<file path="src/inc/reg_conv_pkg.sv">
// package with register bank layout, access masks and reset values
package reg_conv_pkg;
  localparam int ADDR_W = 4;
  localparam int DATA_W = 8;
  localparam int NUM_REGS = 16;
  // byte offsets
  localparam logic [3:0] OFS_CTRL = 4'h0;
  localparam logic [3:0] OFS_CFG = 4'h1;
  localparam logic [3:0] OFS_STATUS = 4'h2;
  localparam logic [3:0] OFS_IRQ_STAT = 4'h3;
  localparam logic [3:0] OFS_CMD = 4'h4;
  localparam logic [3:0] OFS_CNT_LO = 4'h5;
  localparam logic [3:0] OFS_CNT_HI = 4'h6;
  localparam logic [3:0] OFS_RSVD = 4'h7;
  // access-type field masks per register
  localparam logic [7:0] CTRL_RW_MASK = 8'h3F;
  localparam logic [7:0] CFG_RW_MASK = 8'hFF;
  localparam logic [7:0] STATUS_RO_MASK = 8'h0F;
  localparam logic [7:0] IRQ_W1C_MASK = 8'h0F;
  localparam logic [7:0] CMD_W1A_MASK = 8'h03;
  // reset values
  localparam logic [7:0] CTRL_RST = 8'h00;
  localparam logic [7:0] CFG_RST = 8'h00;
  localparam logic [15:0] CNT_RST = 16'h0000;
  // command bit positions
  localparam int CMD_CLR_CNT = 0;
  localparam int CMD_SNAP = 1;
  // control bit positions
  localparam int CTRL_CNT_EN = 0;
endpackage : reg_conv_pkg

</file>
<file path="src/inc/reg_acc_if.sv">
// interface carrying one register field access between bank and field module
`timescale 1ns/1ps
interface reg_acc_if #(parameter int W = 8);
  logic wr;
  logic [W-1:0] wdata;
  logic [W-1:0] hw_set;
  logic [W-1:0] rdata;
  logic [W-1:0] act;
  modport bank (output wr, output wdata, output hw_set, input rdata, input act);
  modport field (input wr, input wdata, input hw_set, output rdata, output act);
endinterface : reg_acc_if

</file>
<file path="src/reg_bank.sv">
// byte-wide register bank showing the shared access conventions
// How it works
// - most registers are one byte at one byte address.
// - the event counter spans two consecutive bytes, low byte first.
// - reserved bits and bytes have no function.
// - write-one-to-clear status reads state, clears on 1, keeps on 0.
// - write-one-to-act command bits read zero, a 1 starts the action.
// - no retention; reset restores every register.
`timescale 1ns/1ps
module reg_bank
  import reg_conv_pkg::*;
#(
  parameter int CNT_W = 16
) (
  // clock and reset
  input wire logic mclk,
  input wire logic sys_rst,
  input wire logic clk_en,
  // register master port, same clock
  input wire logic reg_wr,
  input wire logic reg_rd,
  input wire logic [ADDR_W-1:0] reg_addr,
  input wire logic [DATA_W-1:0] reg_wdata,
  output logic [DATA_W-1:0] reg_rdata,
  output logic reg_rvalid,
  // block events and state
  input wire logic [3:0] event_in,
  input wire logic [3:0] state_in,
  // steering outputs
  output logic [5:0] ctrl_out,
  output logic [7:0] cfg_out,
  output logic [3:0] irq_pending
);
  typedef enum logic [1:0] {RD_IDLE = 2'b01, RD_DONE = 2'b10} rd_state_t;
  rd_state_t rd_state_q;
  rd_state_t rd_state_d;
  logic [7:0] rdata_q;
  logic [7:0] rdata_d;
  logic [7:0] status_q;
  logic [7:0] event_sync1_q;
  logic [7:0] event_sync2_q;
  logic [CNT_W-1:0] cnt_q;
  logic [CNT_W-1:0] cnt_d;
  logic [7:0] cnt_hi_snap_q;
  logic sel_ctrl;
  logic sel_cfg;
  logic sel_irq;
  logic sel_cmd;
  logic sel_cnt_lo;
  logic sel_cnt_hi;
  logic [7:0] cmd_act;

  reg_acc_if #(.W(8)) ctrl_acc ();
  reg_acc_if #(.W(8)) cfg_acc ();
  reg_acc_if #(.W(8)) irq_acc ();
  reg_acc_if #(.W(8)) cmd_acc ();

  assign sel_ctrl = (reg_addr == OFS_CTRL);
  assign sel_cfg = (reg_addr == OFS_CFG);
  assign sel_irq = (reg_addr == OFS_IRQ_STAT);
  assign sel_cmd = (reg_addr == OFS_CMD);
  assign sel_cnt_lo = (reg_addr == OFS_CNT_LO);
  assign sel_cnt_hi = (reg_addr == OFS_CNT_HI);

  // writes to reserved offsets select nothing
  assign ctrl_acc.wr = reg_wr && sel_ctrl;
  assign ctrl_acc.wdata = reg_wdata;
  assign ctrl_acc.hw_set = 8'h00;
  assign cfg_acc.wr = reg_wr && sel_cfg;
  assign cfg_acc.wdata = reg_wdata;
  assign cfg_acc.hw_set = 8'h00;
  assign irq_acc.wr = reg_wr && sel_irq;
  assign irq_acc.wdata = reg_wdata;
  assign cmd_acc.wr = reg_wr && sel_cmd;
  assign cmd_acc.wdata = reg_wdata;
  assign cmd_acc.hw_set = 8'h00;

  // event inputs come from outside, so synchronise before use
  always_ff @(posedge mclk) begin
    if (sys_rst) begin
      event_sync1_q <= 8'h00;
      event_sync2_q <= 8'h00;
    end else if (clk_en) begin
      event_sync1_q <= {state_in, event_in};
      event_sync2_q <= event_sync1_q;
    end
  end

  // state bits are levels, so a one-cycle skew between bits is harmless
  always_ff @(posedge mclk) begin
    if (sys_rst) begin
      status_q <= 8'h00;
    end else if (clk_en) begin
      status_q <= {4'h0, event_sync2_q[7:4]} & STATUS_RO_MASK;
    end
  end
  assign irq_acc.hw_set = {4'h0, event_sync2_q[3:0]};

  // one field module per writable byte; the command byte keeps no state
  reg_field #(
    .RW_MASK(CTRL_RW_MASK),
    .W1C_MASK(8'h00),
    .W1A_MASK(8'h00),
    .RST_VAL(CTRL_RST)
  ) u_ctrl (
    .mclk(mclk),
    .sys_rst(sys_rst),
    .clk_en(clk_en),
    .acc(ctrl_acc.field)
  );

  reg_field #(
    .RW_MASK(CFG_RW_MASK),
    .W1C_MASK(8'h00),
    .W1A_MASK(8'h00),
    .RST_VAL(CFG_RST)
  ) u_cfg (
    .mclk(mclk),
    .sys_rst(sys_rst),
    .clk_en(clk_en),
    .acc(cfg_acc.field)
  );

  reg_field #(
    .RW_MASK(8'h00),
    .W1C_MASK(IRQ_W1C_MASK),
    .W1A_MASK(8'h00),
    .RST_VAL(8'h00)
  ) u_irq (
    .mclk(mclk),
    .sys_rst(sys_rst),
    .clk_en(clk_en),
    .acc(irq_acc.field)
  );

  reg_field #(
    .RW_MASK(8'h00),
    .W1C_MASK(8'h00),
    .W1A_MASK(CMD_W1A_MASK),
    .RST_VAL(8'h00)
  ) u_cmd (
    .mclk(mclk),
    .sys_rst(sys_rst),
    .clk_en(clk_en),
    .acc(cmd_acc.field)
  );

  assign cmd_act = cmd_acc.act;

  // the CMD_CLR_CNT pulse clears the counter; counting gated by control
  assign cnt_d = cmd_act[CMD_CLR_CNT] ? CNT_W'(CNT_RST) :
                 (ctrl_acc.rdata[CTRL_CNT_EN] && (|event_sync2_q[3:0])) ?
                 cnt_q + CNT_W'(1) : cnt_q;

  always_ff @(posedge mclk) begin
    if (sys_rst) begin
      cnt_q <= CNT_W'(CNT_RST);
    end else if (clk_en) begin
      cnt_q <= cnt_d;
    end
  end

  // low-byte read freezes the high byte for a coherent pair
  always_ff @(posedge mclk) begin
    if (sys_rst) begin
      cnt_hi_snap_q <= 8'h00;
    end else if (clk_en && ((reg_rd && sel_cnt_lo) || cmd_act[CMD_SNAP])) begin
      cnt_hi_snap_q <= cnt_q[15:8];
    end
  end

  // unmapped and reserved bytes read zero
  always_comb begin
    rdata_d = 8'h00;
    if (sel_ctrl) begin
      rdata_d = ctrl_acc.rdata;
    end else if (sel_cfg) begin
      rdata_d = cfg_acc.rdata;
    end else if (reg_addr == OFS_STATUS) begin
      rdata_d = status_q;
    end else if (sel_irq) begin
      rdata_d = irq_acc.rdata;
    end else if (sel_cmd) begin
      rdata_d = 8'h00;
    end else if (sel_cnt_lo) begin
      rdata_d = cnt_q[7:0];
    end else if (sel_cnt_hi) begin
      rdata_d = cnt_hi_snap_q;
    end
  end

  always_comb begin
    case (rd_state_q)
      RD_IDLE: rd_state_d = reg_rd ? RD_DONE : RD_IDLE;
      RD_DONE: rd_state_d = reg_rd ? RD_DONE : RD_IDLE;
      default: rd_state_d = RD_IDLE;
    endcase
  end

  always_ff @(posedge mclk) begin
    if (sys_rst) begin
      rd_state_q <= RD_IDLE;
    end else if (clk_en) begin
      rd_state_q <= rd_state_d;
    end
  end

  // read data returned one cycle after the strobe
  always_ff @(posedge mclk) begin
    if (sys_rst) begin
      rdata_q <= 8'h00;
    end else if (clk_en && reg_rd) begin
      rdata_q <= rdata_d;
    end
  end

  assign reg_rdata = rdata_q;
  assign reg_rvalid = (rd_state_q == RD_DONE);
  assign ctrl_out = ctrl_acc.rdata[5:0];
  assign cfg_out = cfg_acc.rdata;
  assign irq_pending = irq_acc.rdata[3:0];
endmodule : reg_bank

</file>
<file path="src/reg_field.sv">
// one byte register with per-bit access type
`timescale 1ns/1ps
module reg_field #(
  parameter logic [7:0] RW_MASK = 8'h00,
  parameter logic [7:0] W1C_MASK = 8'h00,
  parameter logic [7:0] W1A_MASK = 8'h00,
  parameter logic [7:0] RST_VAL = 8'h00
) (
  // clock and reset
  input wire logic mclk,
  input wire logic sys_rst,
  input wire logic clk_en,
  // access
  reg_acc_if.field acc
);
  logic [7:0] val_q;
  logic [7:0] val_d;
  logic [7:0] w1c_clr;
  // set wins over a same-cycle clear
  assign w1c_clr = acc.wr ? (acc.wdata & W1C_MASK) : 8'h00;
  // only read-write bits take write data
  assign val_d = (acc.wr ? ((val_q & ~RW_MASK) | (acc.wdata & RW_MASK)) : val_q)
                 & ~w1c_clr | (acc.hw_set & W1C_MASK);
  always_ff @(posedge mclk) begin
    // contents come back at reset value
    if (sys_rst) begin
      val_q <= RST_VAL;
    end else if (clk_en) begin
      val_q <= val_d & (RW_MASK | W1C_MASK);
    end
  end
  // bits outside any type read zero
  assign acc.rdata = val_q & (RW_MASK | W1C_MASK);
  // one-cycle action pulse per written one
  assign acc.act = (acc.wr && clk_en) ? (acc.wdata & W1A_MASK) : 8'h00;
endmodule : reg_field

</file>
<file path="config.mk">
export PLATFORM = sky130hd
export DESIGN_NAME = reg_bank
export DESIGN_NICKNAME = d
export VERILOG_FILES = /design/src/inc/reg_conv_pkg.sv /design/src/inc/reg_acc_if.sv /design/src/reg_bank.sv /design/src/reg_field.sv
export SDC_FILE = /design/constraint.sdc
export NUM_CORES = 1
export LEC_CHECK = 0
export BUFFER_PORTS_ARGS = -buffer_cell sky130_fd_sc_hd__buf_2
export CAP_MARGIN = 20
export CORE_ASPECT_RATIO = 1.75
export CORE_UTILIZATION = 30
export DETAILED_ROUTE_END_ITERATION = 10
export SYNTH_ARGS = -nofsm -noshare
export SYNTH_HDL_FRONTEND = slang
export SYNTH_SLANG_ARGS = --single-unit
</file>
<file path="constraint.sdc">
create_clock -name mclk -period 4.75 [get_ports mclk]
set_clock_uncertainty 0.2 [all_clocks]
set_input_delay 0.7125 -clock mclk [delete_from_list [all_inputs] [get_ports mclk]]
set_output_delay 0.7125 -clock mclk [all_outputs]
set_load 0.02 [all_outputs]
</file>
* Word level (Yosys, flattened, before mapping)
Cells that the tools add are included.
** Word-level totals
- Register bits :: 72
- Logic and storage cells :: 52
- Latch bits :: 0
- RAM bits :: 0
- Bits of input ports :: 25
- Output and inout bits :: 27
- Memories kept :: 0
- Memory bits (read-only) :: 0
** Operators by class
- Multipliers :: 0
- Div/mod/pow operators :: 0
- Muxes and demuxes :: 13
- Reduce and logical (&&, ||, !) cells :: 17
- Magnitude comparators :: 0
- $add $sub $neg :: 1
- Bitwise operators :: 3
- Equality and inequality tests :: 8
- Shift operators :: 0
** Operator list (count)
- $mux 8 :: 7
- $mux 16 :: 2
- $add 16x1->16 const B :: 1
- $eq 4x3->1 const B :: 3
- $logic_and 1x1->1 :: 9
- $eq 4x2->1 const B :: 2
- $mux 2 :: 3
- $reduce_and 2->1 :: 3
- $and 4x4->4 :: 1
- $eq 4x1->1 const B :: 1
- $logic_not 4->1 :: 1
- $mux 4 :: 1
- $not 4->4 :: 1
- $or 4x4->4 :: 1
- $reduce_or 4->1 :: 1
- $eq 2x1->1 const B :: 1
- $eq 2x2->1 const B :: 1
- $reduce_bool 2->1 :: 1
- $reduce_or 2->1 :: 1
- $logic_or 1x1->1 :: 1

* Longest topological paths before layout
Gate-level depths: netlist of run 1.
- Depth in word-level cells :: 8
- Gate-level depth with buffers :: 6
- Gate-level depth less buffers :: 5

* Modules after synthesis
Synthesis of run 1 repeated with hierarchy kept, for this count alone.
** Second synthesis, totals
- Cells, all modules :: 428
- Area total of the unflattened synthesis :: 3860.0 um2
** Modules (own cells, without submodules)
- reg_bank :: times used 1, cells an instance 298, seq. area each 1081.0 um2, area an instance 2691.3 um2
- reg_field at u_cfg :: times used 1, cells an instance 46, seq. area each 160.2 um2, area an instance 430.4 um2
- reg_field at u_ctrl :: times used 1, cells an instance 37, seq. area each 120.1 um2, area an instance 337.8 um2
- reg_field at u_irq :: times used 1, cells an instance 30, seq. area each 80.1 um2, area an instance 279.0 um2
- reg_field at u_cmd :: times used 1, cells an instance 17, seq. area each 0.0 um2, area an instance 121.4 um2

* Least setup slack after synthesis of run 1
OpenSTA, ideal clock, no wires.
- Path kind :: input to register
- From :: input port reg_addr[1]
- To :: register cnt_q[9]
- Arrival time :: 1.936 ns
- Stages :: 6
- Setup time :: 0.070 ns
- Path buffers :: 1
- Setup slack :: 2.544 ns
- Data required time :: 4.480 ns
- Path through :: nor4b_4 -> nand4_4 -> a21o_1 -> buf_6 -> or3_1 -> a21oi_1
** On the way
- Cells in the longest elaborated chain, start to end :: 6
- Elaborated cells on any way between the ends :: 7
- Classes of those cells :: eq/ne (1); mux (2); reduce/logical (4)
** RTL lines
- from (decl) :: line reg_bank.sv:22 : input wire logic [ADDR_W-1:0] reg_addr,
- $eq 4x3->1 (*) :: line reg_bank.sv:61 : assign sel_cmd = (reg_addr == OFS_CMD);
- $logic_and 1x1->1 (*) :: line reg_bank.sv:74 : assign cmd_acc.wr = reg_wr && sel_cmd;
- $logic_and 1x1->1 (*) :: line reg_field.sv:35 : assign acc.act = (acc.wr && clk_en) ? (acc.wdata & W1A_MASK) : 8'h00;
- $mux 2 (*) :: line reg_field.sv:35
- $reduce_bool 2->1 (no line)
- $reduce_and 2->1 (no line)
- to (signal assigned) :: line reg_bank.sv:157 : cnt_q <= CNT_W'(CNT_RST);
- to (signal assigned) :: line reg_bank.sv:159 : cnt_q <= cnt_d;
- to (decl) :: line reg_bank.sv:42 : logic [CNT_W-1:0] cnt_q;
Every way passes the cells marked *; elsewhere a longest branch is shown, timed or not.
A chain may end at the register's enable or synchronous reset.

* Worst setup path after layout of run 1
- From :: input port clk_en
- To :: register cnt_q[15]
** On the way
- Cells in the longest elaborated chain, start to end :: 4
- Elaborated cells on any way between the ends :: 5
- Classes of those cells :: mux (2); reduce/logical (3)
** RTL lines
- from (decl) :: line reg_bank.sv:18 : input wire logic clk_en,
- $logic_and 1x1->1 :: line reg_field.sv:35
- $mux 2 :: line reg_field.sv:35
- $reduce_bool 2->1 (no line)
- $reduce_and 2->1 (no line)
Parallel ways exist; a longest one is shown, timed or not.

==> results of run 1 <==
registers in the layout, summed over array words and instances (netlist names):
signal / count
u_cfg.acc.rdata: 8
u_ctrl.val_q: 6
u_irq.val_q: 4
reg_rdata: 8
event_sync1_q: 8
rd_state_q: 2
cnt_hi_snap_q: 8
cnt_q: 16
status_q: 4
event_sync2_q: 8
routing by layer:
metal  up-vias  GRT usage
met4         0     0.1121
met1      1231     0.1559
met3        23    0.03179
li1       1280          -
met5         -          0
met2        65     0.3020
cell usage in the layout, fill, tap and decap left out, types with 2 or more instances in the layout:
cell and count:
ha_1 2, mux2i_1 45, nor2_1 66, nor2b_1 5, clkinv_2 2, o21ai_0 11
or3_1 6, xor2_1 3, dfxtp_1 72, nand2_1 12, buf_2 51, o22ai_1 5
a22o_1 2, clkinvlp_4 2, a21oi_1 14, a22oi_1 10, clkbuf_16 9, or4_1 2
inv_1 8, and4_1 2, bufinv_16 2, xnor2_1 6, and3_1 2, and2_1 3
a211oi_1 2, nor3_1 6, mux2_2 3, nand3_1 6, mux4_2 2, nand4_1 6
a32oi_1 2
worst max-delay path: stages:
cell     delay, ps
buf_2          630
nand3_2        430
a21o_1         410
or4_1          430
a21oi_1        140
final timing paths:
check	startpoint	to	slack, ps
min	reg_rdata[5]$_SDFFE_PP0P_	reg_rdata[5]$_SDFFE_PP0P_	290
max	clk_en	cnt_q[15]$_SDFFE_PP0P_	2030
min reg2reg	reg_rdata[5]$_SDFFE_PP0P_	reg_rdata[5]$_SDFFE_PP0P_	290
max reg2reg	cnt_q[3]$_SDFFE_PP0P_	cnt_q[15]$_SDFFE_PP0P_	2680
kinds of logic after synthesis:
group,Yosys count
AND/OR/NAND/NOR,122
flip-flops,72
AO/OA/AOI/OAI,54
multiplexers,50
buffers and inverters,26
XOR/XNOR,9
adder cells (fa/ha/maj),2
power by group through the flow:
stage | logic (W) | clock network, W | registers [W]
finish | 0.0000866 | 0.000700 | 0.000623
floorplan | 0.0000530 | 0 | 0.000638
global placement | 0.0000855 | 0 | 0.000635
detailed placement | 0.0000865 | 0 | 0.000636
global route | 0.0000943 | 0.000743 | 0.000624
CTS | 0.0000868 | 0.000715 | 0.000623
metrics by stage:
stage	setup WS [ps]	power (W)	cells	instance area [um2]	hold slack, ps
2_1_floorplan	2544	0.0006907	335	3163	253.2
3_3_place_gp	1728	0.0007208	496	3502	273.0
3_5_place_dp	1709	0.0007223	496	3502	280.1
4_1_cts	2046	0.001424	511	3812	291.9
5_1_grt	1863	0.001461	511	3812	312.6
6_report	2029	0.001410	511	3812	286.2
cell type report:
class	count	area share
clock buffers	9	0.05907
clock inverters	6	0.02232
inverters	8	0.007877
multi-input cells	237	0.4221
flip-flops and latches	72	0.3781
well taps	127	0.04168
repair buffers	52	0.06892
==> results, run 1 <==
- For this configuration, the core starts out at a cell density of 0.3089.
- The leakage dissipation is 1.609 nW.
- The worst setup path is launched from an input port.
- In this run the power spent charging and discharging nets is 0.0003083 W.
- The clock sink count is 72.
- CTS placed an instance of clkbuf_16 at the clock tree root.
- The placeable core area is 10,240 um2.
- Of the total power, the share spent switching nets is 0.2187.
- For this run, the register share of the synthesized area comes to 0.4557.
- The path depth of the worst reg2reg path is 5.
- Of the total power, combinational logic draws 0.061.
- IR analysis of the VDD net gives a maximum drop of 0.2574 mV.
- The clock latency at the later pin of the worst-skew pair is about 330 ps.
- The run finished with clean final reports.
- The total number of yosys warnings is 0.
- The synthesized design contains 0 enable-type register cells.
- Ranked by instance count, the synthesized netlist is headed by dfxtp_1 (72), nor2_1 (66), mux2i_1 (45).
- The sequential cell area is 1441 um2.
- The count of final max-slew check failures is 0.
- The highest fanout seen on the critical path is 33.
- After routing, the total negative slack on setup checks comes to 0 ps.
- At the end of the flow, the number of nets in the layout was 407.
- The combined area of the multi-input logic cells is 1609 um2.
- By instance count, the leading cell after synthesis is dfxtp_1.
- The number of search-and-repair iterations in the first detailed-routing pass is 4.
- The fraction of layout instances using a drive strength above 1 is 0.2005.
- The max capacitance violation total is 0.
- The compound-cell area share of the yosys netlist is 0.1187.
- The relative area change from synthesis to final layout is 20.53%.
- For this run, the total global-route usage over all layers was measured as 0.1622.
- The xor and xnor area share after synthesis is 0.02492.
- Cell internal power was estimated by the tool at 0.001101 W.
- The clock tree synthesis step divided the H-tree into 3 levels.
- After detailed routing, the met2 layer carries 4.581 mm of wire.
- The via density per instance is 5.086.
- The required time at the worst-slack endpoint is 4800 ps.
- The tightest min-delay check is of the flip-flop to flip-flop type.
- The upper clock frequency limit is 0.3675 GHz.
- The congestion estimate from routability-driven global placement came to between 0.8 and 0.9.
- The via count of the first global-routing pass is 2,617.
- Summed over all nets, the half-perimeter wirelength after detailed placement is 6.173 mm.
- In this run, distinct cell masters in the synthesized netlist total 44.
- The register bit total from synthesis is 72.
- The number of standard cells after synthesis is 335.
- The share of total power dissipated in the clock network is 0.497.
- Counting the buffers created by CTS gives 9.
- The critical path is of the input port to flip-flop type.
- The number of inserted diodes is 0.
- The worst hold path was traced through 2 stages.
- The floorplan die area is 10,970 um2.
- The post-CTS clock slew at the launch and capture registers of the worst setup and hold paths is about 60 ps.
- The normalized max-slew margin is 0.4500.
- The post-route antenna net violation count is 0.
- STA classifies the critical path endpoint as a flip-flop.
- The total met3 wirelength after detailed routing is 243 um.
- The die is about 80 um wide.
- For this design, the CTS-stage hold fixing added 0 buffers.
- The number of buffers added on ports is 51.
- The met1 layer wirelength in the final routing is 2.960 mm.
- The total count of hold-check failures in the final report is 0.
- The pin count of the biggest net entering global routing is 57.
- At the pin with the least slew margin, the transition time is 824.9 ps.
- Setup repair after global routing left no endpoint under its margin.
- The netlist area before placement is 3163 um2.
- Post-CTS timing repair inserted 0 buffers for setup.
- The final worst-path cycle share is 0.5728.
- No sink is reached through more buffers than the 2 on the longest clock path.
- The filler cell count in the final layout is slightly above 1,000.
- Post-CTS repair changed the size of 0 cells.
- The detailed-route via count is around 2,600.
- The number of top-level design ports is 52.
- At the end of the flow the core is filled with cells to 0.3724.
- The share of total power dissipated in sequential elements is 0.442.
- After detailed routing, the number of remaining DRC violations is 0.
- The area fraction of the dominant cell type after synthesis is 0.4557.
- Data arrives at the worst endpoint at about 2800 ps.
- The clock tree from TritonCTS is done.
- In the synthesized netlist the dominant register cell turns out to be dfxtp_1.
- The row count is 49.
- Of the total synthesized cell area, the portion taken by full adders, half adders and majority gates is 0.007911.
- In the synthesized netlist the async set-or-reset flop fraction comes to 0.
- The cell taking the most area after synthesis is dfxtp_1.
- The number of endpoints failing setup at the final stage is 0.
- The portion of netlist area occupied by mux cells is 0.1673.
- The initial antenna violation count is 0.
- For this block, the initial DRC count from the detailed router was 83.
- A synthesized cell averages 9.442 um2.
- The first global-routing pass estimated around 13 mm of wire.
- By area the synthesized netlist is led by dfxtp_1 (46%), mux2i_1 (14%), nor2_1 (7.8%), a22oi_1 (2.4%), a21oi_1 (2.2%).
- Dividing total power by cell area gives a power density of 369.7 nW/um2.
- The number of nets handed over by synthesis was between 300 and 400.
- For this run the aggregate overflow at the end of global routing stands at 0.
- After detailed routing, the average wire length per cell comes to 16.01 um.
- The die height is 137.8 um.
- The largest family of logic cells by synthesized area is simple AND/OR/NAND/NOR gates.
- The final layout contains routed wiring with a total length of 8.179 mm.
- The post-layout minimum cycle time is 2721 ps.
- Of the total synthesized cell area, the portion taken by AND, OR, NAND and NOR gates is 0.1899.
- The highest layer touched by signal routing is met4.
Power figures use the tool's default switching activity.
==> inputs of run 2 (changes only) <==
Clock period 4.75 ns to 2.5 ns, I/O delays scaled along.
==> run 2 against run 1 <==
  * Clock-buffer cell count unchanged
  * Core utilization grew 0.92 points
  * Sequential power grew 89%
  * Design area rose by 2.5%
  * Via count increased by 2.3%
  * Critical path depth stayed put
  * Power increased by 96%
  * Critical path type is now flip-flop to flip-flop
  * Largest cell class unchanged
  * Largest power group unchanged
  * Highest routed layer unchanged
==> results, run 2 (synthesis results as in run 1) <==
- The flow ran to the end, and the final reports show no timing, DRC or antenna violations.
- The initial antenna violation count was 0 (unchanged).
- The starting utilization of the core area is 0.3089 (unchanged).
- The DRC violation total after the first TritonRoute iteration was 74 (-11%).
- The highest fanout seen on the critical path came to 7 (-79%).
- The number of endpoints failing setup at the final stage came to 0 (unchanged).
- The critical path depth in cells came to 5 (unchanged).
- The detailed-route via count came to 2,660 (+2.3%).
- The final-stage net count came to 417 (+2.5%).
- The library cell used most frequently in the layout, excluding fill and tap cells, is dfxtp_1.
- The number of inserted diodes was 0 (unchanged).
- The global-route wire length before repair is 13.01 mm (-1.2%).
- The placed instance count came to 506 (+2.0%).
- The biggest cell delay along the critical path is 480 ps (-150 ps).
- The path depth of the worst reg2reg path was 5 (unchanged).
- The met3 demand-to-capacity share in global routing is 0.04238 (+0.01060).
- The total count of hold-check failures in the final report is 0 (unchanged).
- The number of cells upsized or downsized after cts was 0 (unchanged).
- The worst endpoint data arrival time was 2130 ps (-640 ps).
- Of the available clock period, the critical path in the final layout requires 0.8284.
- The routing usage on met1 is 0.1427 (-0.01311).
- The sort of element at the start of the critical path is a flip-flop.
- The number of flip-flops under the largest register name was 16 (unchanged).
- The register-to-register path setup slack is 430 ps (-2250 ps).
- The total negative slack is 0 ps (unchanged).
- The class of the most critical hold timing path is input port to flip-flop.
- The normalized max-slew margin is 0.6293 (+0.1792).
- The fraction of layout instances using a drive strength above 1 is 0.2228 (+0.02226).
- The path type of the worst setup path is flip-flop to flip-flop.
- In this run the clock root is driven by a clkbuf_16.
- Setup repair after global routing left no endpoint under its margin.
- The power density over the cells is 706.8 nW/um2 (+91%).
- The most critical setup path has its endpoint at cnt_q[15]$_SDFFE_PP0P_.
- The worst register-to-register path begins at cnt_q[3]$_SDFFE_PP0P_.
- The worst hold slack is 67.53 ps (-218.7 ps).
- The total detailed-routing wirelength was 8.512 mm (+4.1%).
- The placer's final routability congestion estimate is 0.8602 (+6.5%).
- The upper clock frequency limit is approximately 0.48 GHz.
- The number of search-and-repair iterations in the first detailed-routing pass was 5 (+1).
- The pin count of the biggest net entering global routing was 32 (-44%).
- The max capacitance violation total was 0 (unchanged).
- The die height was 137.8 um (unchanged).
- The cell with the most instances on the worst path is and4_1.
- The relative area change from synthesis to final layout is 23.50%.
- The number of buffers added on ports was 51 (unchanged).
- The total clock buffers created by CTS came to 9 (unchanged).
- The via count of the first global-routing pass is 2,557 (-2.3%).
- The transition time at the pin with the least slew margin is 554.7 ps (-270.2 ps).
- The largest buffer count on any clock path was 2 (unchanged).
- The endpoint identified for the worst register-to-register timing path is cnt_q[15]$_SDFFE_PP0P_.
- cnt_q holds more flip-flops than any other register.
- TritonCTS built the clock tree.
- The placeable core area was 10,240 um2 (unchanged).
- The leakage dissipation came to 1.670 nW (+3.8%).
- The count of final max-slew check failures is 0 (unchanged).
- The number of setup buffers added after CTS is 0 (unchanged).
- The number of remaining DRC errors was 0 (unchanged).
- The peak supply drop is 0.5747 mV (+120%).
- The clock sink count is 72 (unchanged).
- The routing usage on met2 is 0.3257 (+0.02374).
- In the layout the commonest cells are dfxtp_1 (72), nor2_1 (66), buf_2 (51).
- The clock latency at the later pin of the worst-skew pair is 340 ps (about the same).
- The required time at the worst-slack endpoint came to 2560 ps (-2240 ps).
- The number of levels the H-tree was split into was 3 (unchanged).
- The per-cell routed wire length is 16.31 um (+1.9%).
- The post-route antenna net violation count is 0 (unchanged).
- The number of buffers inserted by hold repair at cts is 0 (unchanged).
- The category of the worst setup path capture point is a flip-flop.
- The chip width is 79.62 um (unchanged).
- The global router's overall resource usage is 0.1624 (+0.0002343).
- The via density per instance is 5.096 (+0.19%).
- The half-perimeter wire length of the detailed placement result is 6.489 mm (+5.1%).
- The row count came to 49 (unchanged).
- The worst path needs slightly above 2000 ps of the cycle, external delays included.
- The number of top-level design ports came to 52 (unchanged).
- The first element of the critical path is cnt_q[3]$_SDFFE_PP0P_.
- The critical path buffer and inverter count is 0 (-1).
- The slowest library cell on the worst path is or4_1.
- The non-filler instance count after layout is 522 (+2.2%).
- The layer flagged by global routing as most heavily used is met2.
- The post-CTS clock slew at the launch and capture registers of the worst setup and hold paths came to 60 ps (about the same).
- The kind of cell with the highest combined delay along the critical path is simple AND/OR/NAND/NOR gates.
- The filler cell count in the final layout came to 1,038 (+0.48%).
- Walking the worst path, the cells encountered are and4_1 > and4_1 > nand4_1 > or4_1 > a21oi_1.
- The leftover overflow at the end of global routing is 0 (unchanged).
- The floorplan die area is 10,970 um2 (unchanged).
==> run 2: worst min path at each step <==
stage	depth (start not counted)	to	slack (ps)	startpoint
after floorplan	2	cnt_q[15]$_SDFFE_PP0P_	250	cnt_q[15]$_SDFFE_PP0P_
after global placement	2	reg_rdata[5]$_SDFFE_PP0P_	270	reg_rdata[5]$_SDFFE_PP0P_
after detailed placement	2	reg_rdata[5]$_SDFFE_PP0P_	270	reg_rdata[5]$_SDFFE_PP0P_
after CTS	3	event_sync1_q[3]$_SDFFE_PP0P_	70	event_in[3]
after global routing	3	event_sync1_q[5]$_SDFFE_PP0P_	70	state_in[1]
final	3	event_sync1_q[3]$_SDFFE_PP0P_	70	event_in[3]
==> run 2: layer usage <==
| metal | routed length (um) | up-vias |
|---|---|---|
| met5 | 0 | - |
| met4 | 280 | 0 |
| met3 | 341 | 22 |
| met2 | 4920 | 86 |
| met1 | 2970 | 1253 |
| li1 | - | 1299 |
==> run 2: metrics by stage <==
step                power, W  worst slack, ps  area [um2]    util
finish              0.002761            429.0        3906  0.3815
global route        0.002843            325.7        3906  0.3815
CTS                 0.002783            438.4        3906  0.3815
detailed placement  0.001382            194.5        3577  0.3494
global placement    0.001379            241.6        3577  0.3494
floorplan           0.001312            631.1        3163       -
==> run 2: layout make-up <==
cell class / instances / area (um2) / share of cell area
Clock buffer: 9 / 225.2 / 0.05766
Clock inverter: 7 / 103.9 / 0.02659
Inverter: 8 / 30.03 / 0.007687
Multi-Input combinational cell: 237 / 1609 / 0.4119
Sequential cell: 72 / 1441 / 0.3690
Tap cell: 127 / 158.9 / 0.04068
Timing Repair Buffer: 62 / 337.8 / 0.08648
==> run 2: power breakdown <==
| group | internal [W] | leakage, nW | switching, W |
|---|---|---|---|
| Sequential | 0.00117 | 0.583 | 0.0000131 |
| Combinational | 0.0000666 | 0.926 | 0.000109 |
| Clock | 0.000885 | 0.161 | 0.000518 |
==> run 2: worst min-delay path: stages <==
cell and delay [ps]:
buf_2 70, mux2i_1 50, nor2_1 70
